--- src/acf_pkg.sv ---
// Purpose: shared constants and types for the converter control slice
// Assumes: classic wishbone slave, 32-bit data, control word in low 16 bits
// Notes: one control word plus a result port
package acf_pkg;
   localparam logic [7:0] ACF_CTRL_OFS = 8'h00;
   localparam logic [7:0] ACF_RESULT_OFS = 8'h04;
   localparam int ACF_ON_BIT = 15;
   localparam int ACF_IDLE_STOP_BIT = 13;
   localparam int ACF_DMA_BM_BIT = 12;
   localparam int ACF_RES_BIT = 10;
   localparam int ACF_FORM_LSB = 8;
   localparam int ACF_TRIG_LSB = 4;
   localparam int ACF_SIMUL_BIT = 3;
   localparam int ACF_AUTO_BIT = 2;
   localparam int ACF_SAMPLE_BIT = 1;
   localparam int ACF_DONE_BIT = 0;
   localparam logic [15:0] ACF_CTRL_RESET = 16'h0000;
   localparam logic [15:0] ACF_CTRL_WMASK = 16'hb7fe;
   localparam logic [31:0] ACF_UNMAPPED_DATA = 32'h0000_0000;

   typedef enum logic [1:0] {
      ACF_FMT_INT = 2'b00,
      ACF_FMT_SINT = 2'b01,
      ACF_FMT_FRAC = 2'b10,
      ACF_FMT_SFRAC = 2'b11
   } acf_fmt_e;

   typedef struct packed {
      logic converter_on;
      logic idle_stop;
      logic dma_build_mode;
      logic resolution_select;
      acf_fmt_e fmt;
   } acf_cfg_s;

   typedef struct packed {
      logic valid;
      logic [11:0] raw;
      logic [1:0] chan;
   } acf_sample_s;

   typedef struct packed {
      logic valid;
      logic [15:0] data;
      logic [1:0] chan;
      logic addr_mode;
   } acf_result_s;
endpackage

--- src/acf_format.sv ---
// Purpose: formats one raw conversion into the output word
// Assumes: raw result right aligned in 12 bits
// Notes: combinational
`timescale 1ns/1ps
`default_nettype none
module acf_format
   import acf_pkg::*;
(
   input wire logic [11:0] raw,
   input wire logic twelve_bit,
   input wire acf_fmt_e fmt,
   output logic [15:0] dout
);
   always_comb begin
      dout = 16'h0000;
      if (twelve_bit) begin
         unique case (fmt)
            ACF_FMT_SFRAC: dout = {~raw[11], raw[10:0], 4'h0};
            ACF_FMT_FRAC: dout = {raw, 4'h0};
            ACF_FMT_SINT: dout = {{5{~raw[11]}}, raw[10:0]};
            ACF_FMT_INT: dout = {4'h0, raw};
         endcase
      end else begin
         unique case (fmt)
            ACF_FMT_SFRAC: dout = {~raw[9], raw[8:0], 6'h00};
            ACF_FMT_FRAC: dout = {raw[9:0], 6'h00};
            ACF_FMT_SINT: dout = {{7{~raw[9]}}, raw[8:0]};
            ACF_FMT_INT: dout = {6'h00, raw[9:0]};
         endcase
      end
   end
endmodule
`default_nettype wire

--- src/acf_wb_slave.sv ---
// Purpose: classic wishbone decode to register strobes
// Assumes: single cycle requests, ack one cycle after stb
// Notes: ack drops the cycle after it is given
`timescale 1ns/1ps
`default_nettype none
module acf_wb_slave
   import acf_pkg::*;
(
   input wire logic mclk,
   input wire logic srst,
   input wire logic wb_cyc_i,
   input wire logic wb_stb_i,
   input wire logic wb_we_i,
   input wire logic [7:0] wb_adr_i,
   output logic wb_ack_o,
   output logic wr_pulse,
   output logic rd_pulse,
   output logic [7:0] adr
);
   logic ack_r;
   logic go;
   assign go = wb_cyc_i && wb_stb_i && !ack_r;
   assign wr_pulse = go && wb_we_i;
   assign rd_pulse = go && !wb_we_i;
   assign adr = wb_adr_i;
   assign wb_ack_o = ack_r;
   always_ff @(posedge mclk) begin
      if (srst) begin
         ack_r <= 1'b0;
      end else begin
         ack_r <= go;
      end
   end
endmodule
`default_nettype wire

--- src/acf_control.sv ---
// Purpose: converter control word, result formatting and dma addressing
// Assumes: conversion core and dma channel on mclk
// Notes: registered wishbone answer one cycle after request
//
// Register access over Wishbone and the placing of the registers were decided locally.
`timescale 1ns/1ps
`default_nettype none
module acf_control
   import acf_pkg::*;
(
   input wire logic mclk,
   input wire logic srst,
   input wire logic wb_cyc_i,
   input wire logic wb_stb_i,
   input wire logic wb_we_i,
   input wire logic [7:0] wb_adr_i,
   input wire logic [3:0] wb_sel_i,
   input wire logic [31:0] wb_dat_i,
   output logic [31:0] wb_dat_o,
   output logic wb_ack_o,
   input wire logic device_idle,
   input wire acf_sample_s sample_in,
   input wire logic sample_start_ack,
   output logic convert_enable,
   output logic twelve_bit_mode,
   output logic sample_request,
   output logic [2:0] trigger_sel,
   output logic simul_sample,
   output acf_result_s result_out
);
   logic [15:0] ctrl_r;
   logic [15:0] ctrl_nxt;
   logic [31:0] rdata_r;
   logic [15:0] last_result_r;
   logic idle_s1_r;
   logic idle_s2_r;
   logic wr_pulse;
   logic rd_pulse;
   logic [7:0] adr;
   logic [15:0] fmt_word;
   logic running;
   logic done_set;
   acf_cfg_s cfg;
   acf_result_s result_r;

   acf_wb_slave u_bus (
      .mclk(mclk),
      .srst(srst),
      .wb_cyc_i(wb_cyc_i),
      .wb_stb_i(wb_stb_i),
      .wb_we_i(wb_we_i),
      .wb_adr_i(wb_adr_i),
      .wb_ack_o(wb_ack_o),
      .wr_pulse(wr_pulse),
      .rd_pulse(rd_pulse),
      .adr(adr)
   );

   assign cfg.converter_on = ctrl_r[ACF_ON_BIT];
   assign cfg.idle_stop = ctrl_r[ACF_IDLE_STOP_BIT];
   assign cfg.dma_build_mode = ctrl_r[ACF_DMA_BM_BIT];
   assign cfg.resolution_select = ctrl_r[ACF_RES_BIT];
   assign cfg.fmt = acf_fmt_e'(ctrl_r[ACF_FORM_LSB +: 2]);

   // idle comes from outside the clock domain
   always_ff @(posedge mclk) begin
      if (srst) begin
         idle_s1_r <= 1'b0;
         idle_s2_r <= 1'b0;
      end else begin
         idle_s1_r <= device_idle;
         idle_s2_r <= idle_s1_r;
      end
   end

   assign running = cfg.converter_on && !(cfg.idle_stop && idle_s2_r);
   assign convert_enable = running;
   assign twelve_bit_mode = cfg.resolution_select;
   assign sample_request = ctrl_r[ACF_SAMPLE_BIT];
   assign trigger_sel = ctrl_r[ACF_TRIG_LSB +: 3];
   assign simul_sample = ctrl_r[ACF_SIMUL_BIT];
   assign done_set = running && sample_in.valid;

   acf_format u_fmt (
      .raw(sample_in.raw),
      .twelve_bit(cfg.resolution_select),
      .fmt(cfg.fmt),
      .dout(fmt_word)
   );

   // control word: software write, then hardware set and clear win
   always_comb begin
      ctrl_nxt = ctrl_r;
      if (wr_pulse && adr == ACF_CTRL_OFS) begin
         if (wb_sel_i[0]) begin
            ctrl_nxt[7:1] = wb_dat_i[7:1];
            // done is clear-only from software
            if (!wb_dat_i[ACF_DONE_BIT]) begin
               ctrl_nxt[ACF_DONE_BIT] = 1'b0;
            end
         end
         if (wb_sel_i[1]) begin
            ctrl_nxt[15:8] = wb_dat_i[15:8];
         end
         ctrl_nxt = ctrl_nxt & (ACF_CTRL_WMASK | 16'h0001);
      end
      if (sample_start_ack) begin
         ctrl_nxt[ACF_SAMPLE_BIT] = 1'b0;
      end
      if (running && ctrl_r[ACF_AUTO_BIT] && !ctrl_r[ACF_SAMPLE_BIT]) begin
         ctrl_nxt[ACF_SAMPLE_BIT] = 1'b1;
      end
      if (done_set) begin
         ctrl_nxt[ACF_DONE_BIT] = 1'b1;
      end
      if (!cfg.converter_on) begin
         ctrl_nxt[ACF_SAMPLE_BIT] = ctrl_nxt[ACF_SAMPLE_BIT] & ctrl_nxt[ACF_ON_BIT];
      end
   end

   always_ff @(posedge mclk) begin
      if (srst) begin
         ctrl_r <= ACF_CTRL_RESET;
      end else begin
         ctrl_r <= ctrl_nxt;
      end
   end

   always_ff @(posedge mclk) begin
      if (srst) begin
         result_r <= '0;
         last_result_r <= 16'h0000;
      end else begin
         result_r.valid <= done_set;
         if (done_set) begin
            result_r.data <= fmt_word;
            last_result_r <= fmt_word;
            result_r.addr_mode <= cfg.dma_build_mode;
            if (cfg.dma_build_mode) begin
               result_r.chan <= 2'b00;
            end else if (cfg.resolution_select) begin
               result_r.chan <= 2'b00;
            end else begin
               result_r.chan <= sample_in.chan;
            end
         end
      end
   end
   assign result_out = result_r;

   // registered read data, unmapped reads answer zero
   always_ff @(posedge mclk) begin
      if (srst) begin
         rdata_r <= ACF_UNMAPPED_DATA;
      end else if (rd_pulse) begin
         unique case (adr)
            ACF_CTRL_OFS: rdata_r <= {16'h0000, ctrl_r & (ACF_CTRL_WMASK | 16'h0001)};
            ACF_RESULT_OFS: rdata_r <= {16'h0000, last_result_r};
            default: rdata_r <= ACF_UNMAPPED_DATA;
         endcase
      end
   end
   assign wb_dat_o = rdata_r;
endmodule
`default_nettype wire

--- config.mk ---
export PLATFORM = sky130hd
export DESIGN_NAME = acf_control
export DESIGN_NICKNAME = d
export VERILOG_FILES = /design/src/acf_pkg.sv /design/src/acf_format.sv /design/src/acf_wb_slave.sv /design/src/acf_control.sv
export SDC_FILE = /design/constraint.sdc
export NUM_CORES = 1
export LEC_CHECK = 0
export ABC_AREA = 1
export BUFFER_PORTS_ARGS = -buffer_cell sky130_fd_sc_hd__buf_2
export CAP_MARGIN = 20
export CORE_MARGIN = 3
export CORE_UTILIZATION = 51
export DETAILED_ROUTE_END_ITERATION = 6
export HOLD_SLACK_MARGIN = 0.02
export MAX_ROUTING_LAYER = met4
export PLACE_DENSITY = 0.81
export SLEW_MARGIN = 20
export SYNTH_ARGS = -nofsm -noshare
export SYNTH_HDL_FRONTEND = slang
export SYNTH_HIERARCHICAL = 1
export SYNTH_SLANG_ARGS = --single-unit
--- constraint.sdc ---
create_clock -name mclk -period 2.42 [get_ports mclk]
set_input_delay 0.363 -clock mclk [delete_from_list [all_inputs] [get_ports mclk]]
set_output_delay 0.363 -clock mclk [all_outputs]
set_load 0.005 [all_outputs]
==> metrics.yaml, run 1 <==
fillers: 488
antenna_found_initial: 0
maxCapViolations: 0
worstHoldStart: "device_idle"
grt.overflow.total: 0
ys_warn_count: 6
avgSynthCellArea_sq_um: 7.22
tritoncts.num_buffers: 5
combPwrFrac_pct: 9.1
syn-cell-area_sq_um: 2850
cts_setup_buffers: 0
dp.cells: 525
ys_top_cells_by_area: "dfxtp_1 (37%), buf_4 (7.9%), nand2_1 (7.9%)"
htree_levels: 2
rr_worst_depth: 8
drc_errors: 0
critPathBufInv: 4
grt_pass1_wl_microns: 11000
criticalPathCategory: "flip-flop to flip-flop"
p_clk_share_pct: 32.4
timing.final.hold_violations: 0
setup_tns_ns: 0
postRouteAntennaNets: 0
p_int_mw: 1.15
min_to: "idle_s1_r$_SDFF_PP0_"
clock_path_buffers: 2
place_hpwl_microns: 5150
area_growth_pct: 12.5
max_stage_delay_ns: 0.33
synth.distinct_cells: 32
viasPerCell: 4.97
core_sq_um: 5240
path_delay_family: "buffers and inverters"
switching_share_pct: 24.9
hold_path.class: "input port to flip-flop"
wire_per_inst_microns: 12.6
switchingPower_mw: 0.381
p_per_area_nw_per_um2: 478
fmax_ghz: 0.625
cp.required_ns: 2.63
grt_pass1_vias: 2382
synth_area_leader_cell: "dfxtp_1"
worst_path_max_delay_cell: "dfxtp_1"
dieArea_sq_um: 6510
ys_seq_area_share_pct: 37.3
drive_above_1_share_pct: 26.8
firstDrtPassIters: 4
worstMarginPinSlew_ns: 0.656
wirelength_microns: 6720
final-setup-viol-count: 0
diodes: 0
timing.rr.start: "u_bus/wb_ack_o$_SDFF_PP0_"
clock-sinks: 53
vias: 2651
power_frac_seq_pct: 58.5
fin_crit_ns: 1.60
start_util_pct: 54.3
dieWidth_microns: 80.7
rows: 26
stdcell_count: 533
rsz0062_at_grt: "false"
cts_root_buf: "clkbuf_8"
synth_commonest_cells: "nand2_1 (60), dfxtp_1 (53), nor2_1 (47)"
yosysMostFrequentCell: "nand2_1"
fin_hold_ws_ns: 0.253
synth_enable_flop_cells: 0
portBuffers: 89
fin_area_sq_um: 3200
slew_violations: 0
clk_latency_ns: 0.31
cpMostUsedCell: "inv_1"
holdBufCountCts: 0
synth_top_area_share_pct: 37.3
grt_start_max_net_pins: 25
power.leakage_nw: 1.76
layout_setup_ws_ns: 0.819
cp-end-kind: "flip-flop"
netlist_instances: 394
clk_pin_slew_ns: 0.09
fin_skew_ns: 0.00400
ios: 126
nets: 528
ff2ff_setup_slack_ns: 0.82
dpl_worst_slack_ns: 0.749
outcome: "complete, no violations"
cts_tree: "built"
critPathLaunchType: "flip-flop"
async_flop_share_pct: 0
crit_chain: "inv_1, nand3_2, nor2_1, buf_4, inv_1, a21oi_1, a21o_1, inv_1"
synth_seq_cells: 53
die-height_microns: 80.7
drtIter0Drc: 144
placed_cell_area_sq_um: 3110
gp_congestion: 0.903
holdPathStages: 3
synth_flop_cell: "dfxtp_1"
cp.arrival_ns: 1.82
relSlewSlack_pct: 56.2
ir_drop_uv: 465
crit_start: "u_bus/wb_ack_o$_SDFF_PP0_"
cp_max_fo: 17
period_share_pct: 66.2
reg2reg_to: "wb_dat_o[4]$_SDFFE_PP0P_"
track_usage_pct: 22.0
cts_resized: 0
how the worst max path moves through the flow:
stage,endpoint,cells after the start
final,wb_dat_o[4]$_SDFFE_PP0P_,8
after global routing,wb_dat_o[5]$_SDFFE_PP0P_,8
after CTS,twelve_bit_mode,1
after detailed placement,wb_dat_o[5]$_SDFFE_PP0P_,8
after global placement,wb_dat_o[0]$_SDFFE_PP0P_,8
after floorplan,ctrl_r[1]$_SDFF_PP0_,9
sequential cells by signal (all words and copies together) (netlist names):
register,flops
idle_s2_r,1
idle_s1_r,1
u_bus/wb_ack_o,1
ctrl_r,14
result_out,20
wb_dat_o,16
worst register-to-register path, delay by kind of cell (launching register included):
family | cells | cell delay (ns)
simple gates | 2 | 0.28
flops | 1 | 0.33
compound gates | 2 | 0.34
buf+inv | 4 | 0.56
final cells by class:
class                      instances  area [sq um]  share of cell area, %
multi-input combinational        263          1310                   40.9
sequential                        53          1060                   33.2
inverter                          46           181                   5.67
timing repair buffer              93           475                   14.9
clock inverter                     3          17.5                  0.547
tap                               70          87.6                   2.74
clock buffer                       5          68.8                   2.15
routing by layer:
layer / GRT usage (%) / vias to the layer above / routed length (microns)
li1: - / 1353 / -
met1: 28.8 / 1182 / 3010
met2: 34.6 / 107 / 3060
met3: 4.48 / 9 / 581
met4: 5.57 / 0 / 63
met5: - / - / 0
logic make-up (layout without fill, tap and decap cells):
| logic type | after synthesis | after routing | share of synthesized area, % |
|---|---|---|---|
| buffers and inverters | 93 | 147 | 18.7 |
| flip-flops | 53 | 53 | 37.3 |
| other | 1 | 16 | 0.132 |
| AO/OA/AOI/OAI | 92 | 92 | 18.0 |
| AND/OR/NAND/NOR | 155 | 155 | 25.9 |
per-stage QoR:
stage | total power, mW | utilization, %
5_1_grt | 1.60 | 61.1
3_5_place_dp | 1.05 | 59.5
6_report | 1.53 | 61.1
4_1_cts | 1.54 | 61.1
2_1_floorplan | 1.01 | -
3_3_place_gp | 1.05 | 59.5
cells in the final DEF (no fill, tap or decap), types with 14 or more instances in the layout:
cell type	synthesis	layout
a21o_1	14	14
a21oi_1	32	32
buf_2	3	89
conb_1	1	16
dfxtp_1	53	53
inv_1	40	40
nand2_1	60	60
nand3_1	31	31
nor2_1	47	47
o21ai_0	39	39
power groups by stage:
stage,logic (mW),registers (mW),clock network (mW)
2_1_floorplan,0.0986,0.914,0
3_3_place_gp,0.135,0.913,0
3_5_place_dp,0.138,0.914,0
4_1_cts,0.139,0.894,0.506
5_1_grt,0.159,0.895,0.542
6_report,0.139,0.894,0.496
(Power assumes the default switching activity.)
==> run 2, diff against run 1 <==
--- a/config.mk
+++ b/config.mk
@@ -9,11 +9,11 @@
 export BUFFER_PORTS_ARGS = -buffer_cell sky130_fd_sc_hd__buf_2
 export CAP_MARGIN = 20
 export CORE_MARGIN = 3
-export CORE_UTILIZATION = 51
+export CORE_UTILIZATION = 47
 export DETAILED_ROUTE_END_ITERATION = 6
 export HOLD_SLACK_MARGIN = 0.02
 export MAX_ROUTING_LAYER = met4
-export PLACE_DENSITY = 0.81
+export PLACE_DENSITY = 0.76
 export SLEW_MARGIN = 20
 export SYNTH_ARGS = -nofsm -noshare
 export SYNTH_HDL_FRONTEND = slang
==> constraint.sdc (replaced) <==
create_clock -name mclk -period 1.6 [get_ports mclk]
set_input_delay 0.24 -clock mclk [delete_from_list [all_inputs] [get_ports mclk]]
set_output_delay 0.24 -clock mclk [all_outputs]
set_load 0.005 [all_outputs]
==> run 2 against run 1 <==
  * Die area up 7.9%
  * Core utilization shrank 3.9 points
  * Final area grew 1.5%
  * Critical path type unchanged
  * Highest routed layer unchanged
==> metrics.yaml, run 2 (same netlist as run 1, synthesis figures left out) <==
crit_chain: "inv_6, nand3_2, nand3_1, nand2_1, inv_1, nor2_1, nor2_1"
rsz0062_at_grt: "false"
postRouteAntennaNets: 0  # unchanged
p_per_area_nw_per_um2: 698  # +46%
stdcell_count: 539  # +1.1%
fin_skew_ns: 0.00769  # +0.00369 ns
htree_levels: 2  # unchanged
antenna_found_initial: 0  # unchanged
power.leakage_nw: 1.79  # +1.9%
track_usage_pct: 19.9  # -2.1 points
ios: 126  # unchanged
fmax_ghz: 0.726  # +16%
setup_tns_ns: 0  # unchanged
layout_common_cells: "buf_2 (89), nand2_1 (60), dfxtp_1 (53), nor2_1 (47), inv_1 (40)"
start_util_pct: 50.1  # -4.2 points
layout_commonest_cell: "buf_2"
dieWidth_microns: 83.8  # +3.9%
core_sq_um: 5680  # +8.4%
grt_pass1_vias: 2457  # +3.1%
wire_per_inst_microns: 12.8  # +1.3%
dieArea_sq_um: 7020  # +7.9%
worstHoldStart: "device_idle"
slew_violations: 0  # unchanged
clk_pin_slew_ns: 0.09  # about the same
maxCapViolations: 0  # unchanged
portBuffers: 89  # unchanged
cp-end-kind: "flip-flop"
rr_worst_depth: 7  # -1
holdBufCountCts: 0  # unchanged
firstDrtPassIters: 4  # unchanged
cpMostUsedCell: "nor2_1"
drtIter0Drc: 189  # +31%
finalPower_mw: 2.27  # +48%
criticalPathCategory: "flip-flop to flip-flop"
post-route-util_pct: 57.2  # -3.9 points
cts_root_buf: "clkbuf_8"
nets: 534  # +1.1%
cp.required_ns: 1.80  # -0.83 ns
reg2reg_to: "result_out[13]$_SDFFE_PP0P_"
grt_start_max_net_pins: 41  # +64%
diodes: 0  # unchanged
placed_cell_area_sq_um: 3170  # +1.9%
timing.rr.start: "ctrl_r[9]$_SDFFE_PP0P_"
clock-sinks: 53  # unchanged
dp.cells: 533  # +1.5%
cp.arrival_ns: 1.58  # -0.24 ns
ff2ff_setup_slack_ns: 0.22  # -0.60 ns
clk_latency_ns: 0.30  # about the same
grt.overflow.total: 0  # unchanged
viasPerCell: 4.94  # -0.67%
largest_reg_flops: 20  # unchanged
place_hpwl_microns: 5290  # +2.8%
area_growth_pct: 14.2
fin_area_sq_um: 3250  # +1.5%
worst_path_max_delay_cell: "dfxtp_1"
cp_max_fo: 11  # -6
holdPathStages: 3  # unchanged
clock_path_buffers: 2  # unchanged
gp_congestion: 0.898  # -0.64%
cts_resized: 0  # unchanged
grt_pass1_wl_microns: 11400  # +3.8%
outcome: "complete, no violations"
cts_setup_buffers: 0  # unchanged
period_share_pct: 86.0  # +20 points
timing.final.hold_violations: 0  # unchanged
die-height_microns: 83.8  # +3.9%
wirelength_microns: 6880  # +2.4%
cts_tree: "built"
min_to: "idle_s1_r$_SDFF_PP0_"
tritoncts.num_buffers: 5  # unchanged
final-setup-viol-count: 0  # unchanged
drc_errors: 0  # unchanged
rows: 27  # +3.8%
hold_path.class: "input port to flip-flop"
fin_crit_ns: 1.38  # -0.224 ns
max_stage_delay_ns: 0.64  # +0.31 ns
vias: 2663  # +0.45%
critPathLaunchType: "flip-flop"
ir_drop_uv: 626  # +35%
drive_above_1_share_pct: 27.4  # +0.63 points
run 2: through the flow:
step	hold slack (ns)	setup slack (ns)
global placement	0.392	0.257
detailed placement	0.406	0.238
floorplan	0.309	0.298
CTS	0.127	0.223
global route	0.132	0.0776
finish	0.139	0.223
run 2: how the worst max path moves through the flow:
stage / cells after the start / startpoint / endpoint / slack [ns]
after floorplan: 7 / u_bus/wb_ack_o$_SDFF_PP0_ / ctrl_r[15]$_SDFF_PP0_ / 0.30
after global placement: 8 / wb_adr_i[7] / wb_dat_o[0]$_SDFFE_PP0P_ / 0.26
after detailed placement: 8 / wb_adr_i[7] / wb_dat_o[4]$_SDFFE_PP0P_ / 0.24
after CTS: 1 / ctrl_r[10]$_SDFFE_PP0P_ / twelve_bit_mode / 0.22
after global routing: 7 / ctrl_r[9]$_SDFFE_PP0P_ / result_out[16]$_SDFFE_PP0P_ / 0.08
final: 7 / ctrl_r[9]$_SDFFE_PP0P_ / result_out[13]$_SDFFE_PP0P_ / 0.22
run 2: final cells by class:
class | instances | area [sq um]
Timing Repair Buffer | 99 | 533
Clock inverter | 1 | 5.00
Clock buffer | 5 | 68.8
Fill cell | 561 | 2430
Sequential cell | 53 | 1060
Inverter | 46 | 181
Tap cell | 72 | 90.1
Multi-Input combinational cell | 263 | 1310
run 2: worst max-delay path, delay by kind of cell (launching register included):
family	cells	cell delay [ns]
flops	1	0.64
simple gates	5	0.48
buf+inv	2	0.17
run 2: power by group:
part	switching (mW)	internal [mW]	total, mW
clock network	0.407	0.289	0.696
registers	0.0109	1.34	1.35
logic	0.121	0.0971	0.219
run 2: per-layer routing:
layer | up-vias | GRT usage [%] | wire [microns]
met1 | 1186 | 26.5 | 3180
met5 | - | - | 0
met2 | 102 | 31.0 | 3100
met4 | 0 | 4.68 | 84
li1 | 1366 | - | -
met3 | 9 | 4.05 | 510
==> run 3, diff against run 2 <==
--- a/config.mk
+++ b/config.mk
@@ -8,12 +8,14 @@
 export ABC_AREA = 1
 export BUFFER_PORTS_ARGS = -buffer_cell sky130_fd_sc_hd__buf_2
 export CAP_MARGIN = 20
+export CELL_PAD_IN_SITES_DETAIL_PLACEMENT = 0
+export CELL_PAD_IN_SITES_GLOBAL_PLACEMENT = 1
 export CORE_MARGIN = 3
-export CORE_UTILIZATION = 47
+export CORE_UTILIZATION = 32
 export DETAILED_ROUTE_END_ITERATION = 6
 export HOLD_SLACK_MARGIN = 0.02
 export MAX_ROUTING_LAYER = met4
-export PLACE_DENSITY = 0.76
+export PLACE_DENSITY = 0.75
 export SLEW_MARGIN = 20
 export SYNTH_ARGS = -nofsm -noshare
 export SYNTH_HDL_FRONTEND = slang
==> run 3 against run 2 <==
  * Sequential cell count unchanged
  * Worst setup slack improved by 0.022 ns
  * Routed wire length rose by 5.7%
  * Sequential share of layout area decreased by 0.41 points
  * Largest power group unchanged
==> metrics.yaml, run 3 (same netlist as run 1, synthesis figures left out) <==
outcome: "complete, no violations"
finalPower_mw: 2.32  # +2.3%
layout_commonest_cell: "buf_2"
max_stage_delay_ns: 0.50  # -0.14 ns
dpl_worst_slack_ns: 0.207  # -0.0308 ns
fin_skew_ns: 0.00333  # -0.00436 ns
track_usage_pct: 15.1  # -4.8 points
clock-sinks: 53  # unchanged
maxCapViolations: 0  # unchanged
cts_root_buf: "clkbuf_8"
place_hpwl_microns: 5730  # +8.3%
dieWidth_microns: 100  # +20%
cts_tree: "built"
drive_above_1_share_pct: 27.4  # -0.059 points
rows: 33  # +22%
firstDrtPassIters: 4  # unchanged
placed_cell_area_sq_um: 3200  # +0.91%
crit_chain: "buf_4, buf_2"
drtIter0Drc: 79  # -58%
htree_levels: 2  # unchanged
clk_latency_ns: 0.30  # about the same
p_per_area_nw_per_um2: 704  # +0.97%
hold_path.class: "input port to flip-flop"
post-route-util_pct: 39.1  # -18 points
diodes: 0  # unchanged
ir_drop_uv: 395  # -37%
cp-end-kind: "output pin"
power.leakage_nw: 1.79  # about the same
rsz0062_at_grt: "false"
slew_violations: 0  # unchanged
grt_pass1_vias: 2531  # +3.0%
gp_congestion: 0.816  # -9.0%
vias: 2579  # -3.2%
critPathBufInv: 2  # unchanged
worst_path_max_delay_cell: "dfxtp_1"
core_sq_um: 8420  # +48%
clock_path_buffers: 2  # unchanged
wirelength_microns: 7270  # +5.7%
grt.overflow.total: 0  # unchanged
stdcell_count: 573  # +6.3%
die-height_microns: 100  # +20%
tritoncts.num_buffers: 5  # unchanged
start_util_pct: 33.8  # -16 points
ios: 126  # unchanged
fin_hold_ws_ns: 0.133  # -0.00505 ns
grt_start_max_net_pins: 41  # unchanged
layout_setup_ws_ns: 0.245  # +0.0220 ns
cp.arrival_ns: 1.11  # -0.47 ns
wire_per_inst_microns: 12.7  # -0.61%
nets: 534  # unchanged
setup_tns_ns: 0  # unchanged
final-setup-viol-count: 0  # unchanged
grt_pass1_wl_microns: 11900  # +4.2%
fmax_ghz: 0.738  # +1.6%
fin_area_sq_um: 3290  # +1.3%
clk_pin_slew_ns: 0.09  # about the same
period_share_pct: 84.7  # -1.4 points
holdBufCountCts: 0  # unchanged
cp.required_ns: 1.36  # -0.44 ns
cts_resized: 0  # unchanged
cts_setup_buffers: 0  # unchanged
antenna_found_initial: 0  # unchanged
path_delay_family: "flip-flops"
timing.final.hold_violations: 0  # unchanged
postRouteAntennaNets: 0  # unchanged
portBuffers: 89  # unchanged
fin_crit_ns: 1.35  # -0.0220 ns
largest_reg_flops: 20  # unchanged
criticalPathCategory: "flip-flop to output pin"
drc_errors: 0  # unchanged
cp_max_fo: 6  # -5
viasPerCell: 4.50  # -8.9%
dp.cells: 566  # +6.2%
layout_common_cells: "buf_2 (89), nand2_1 (60), dfxtp_1 (53), nor2_1 (47), inv_1 (40)"
area_growth_pct: 15.6
dieArea_sq_um: 10100  # +43%
critPathLaunchType: "flip-flop"
==> run 3: power by group <==
part           leakage [nW]  internal [mW]  switching [mW]  total (mW)
Clock                0.0443          0.344           0.408       0.752
Sequential            0.429           1.34          0.0101        1.35
Combinational          1.32         0.0938           0.121       0.215
==> run 3: path summary, 6_finish.rpt <==
path                           start                     endpoint  slack, ns  depth (start not counted)
min reg2reg     idle_s1_r$_SDFF_PP0_         idle_s2_r$_SDFF_PP0_       0.41                          2
max reg2reg   ctrl_r[9]$_SDFFE_PP0P_  result_out[12]$_SDFFE_PP0P_       0.28                          7
min                      device_idle         idle_s1_r$_SDFF_PP0_       0.13                          3
max          ctrl_r[10]$_SDFFE_PP0P_              twelve_bit_mode       0.25                          2
==> run 3: layout make-up <==
cell class / instances / area (sq um)
fillers: 963 / 5130
clock buffers: 7 / 86.3
inverters: 46 / 181
repair buffers: 99 / 520
flip-flops and latches: 53 / 1060
well taps: 105 / 131
multi-input cells: 263 / 1310
==> run 3: worst min-delay path, cell delays in order <==
cell	delay [ns]
buf_2	0.09
inv_1	0.04
nor2_1	0.03
==> run 3: layer usage <==
metal  track usage, %  up-vias  share of wire (%)  routed length, microns
li1                 -     1372                  -                       -
met1             20.6     1126                 50                    3600
met2             23.3       73                 44                    3170
met3             2.92        8                5.8                     424
met4             3.11        0                1.0                      73
met5                -        -                  0                       0
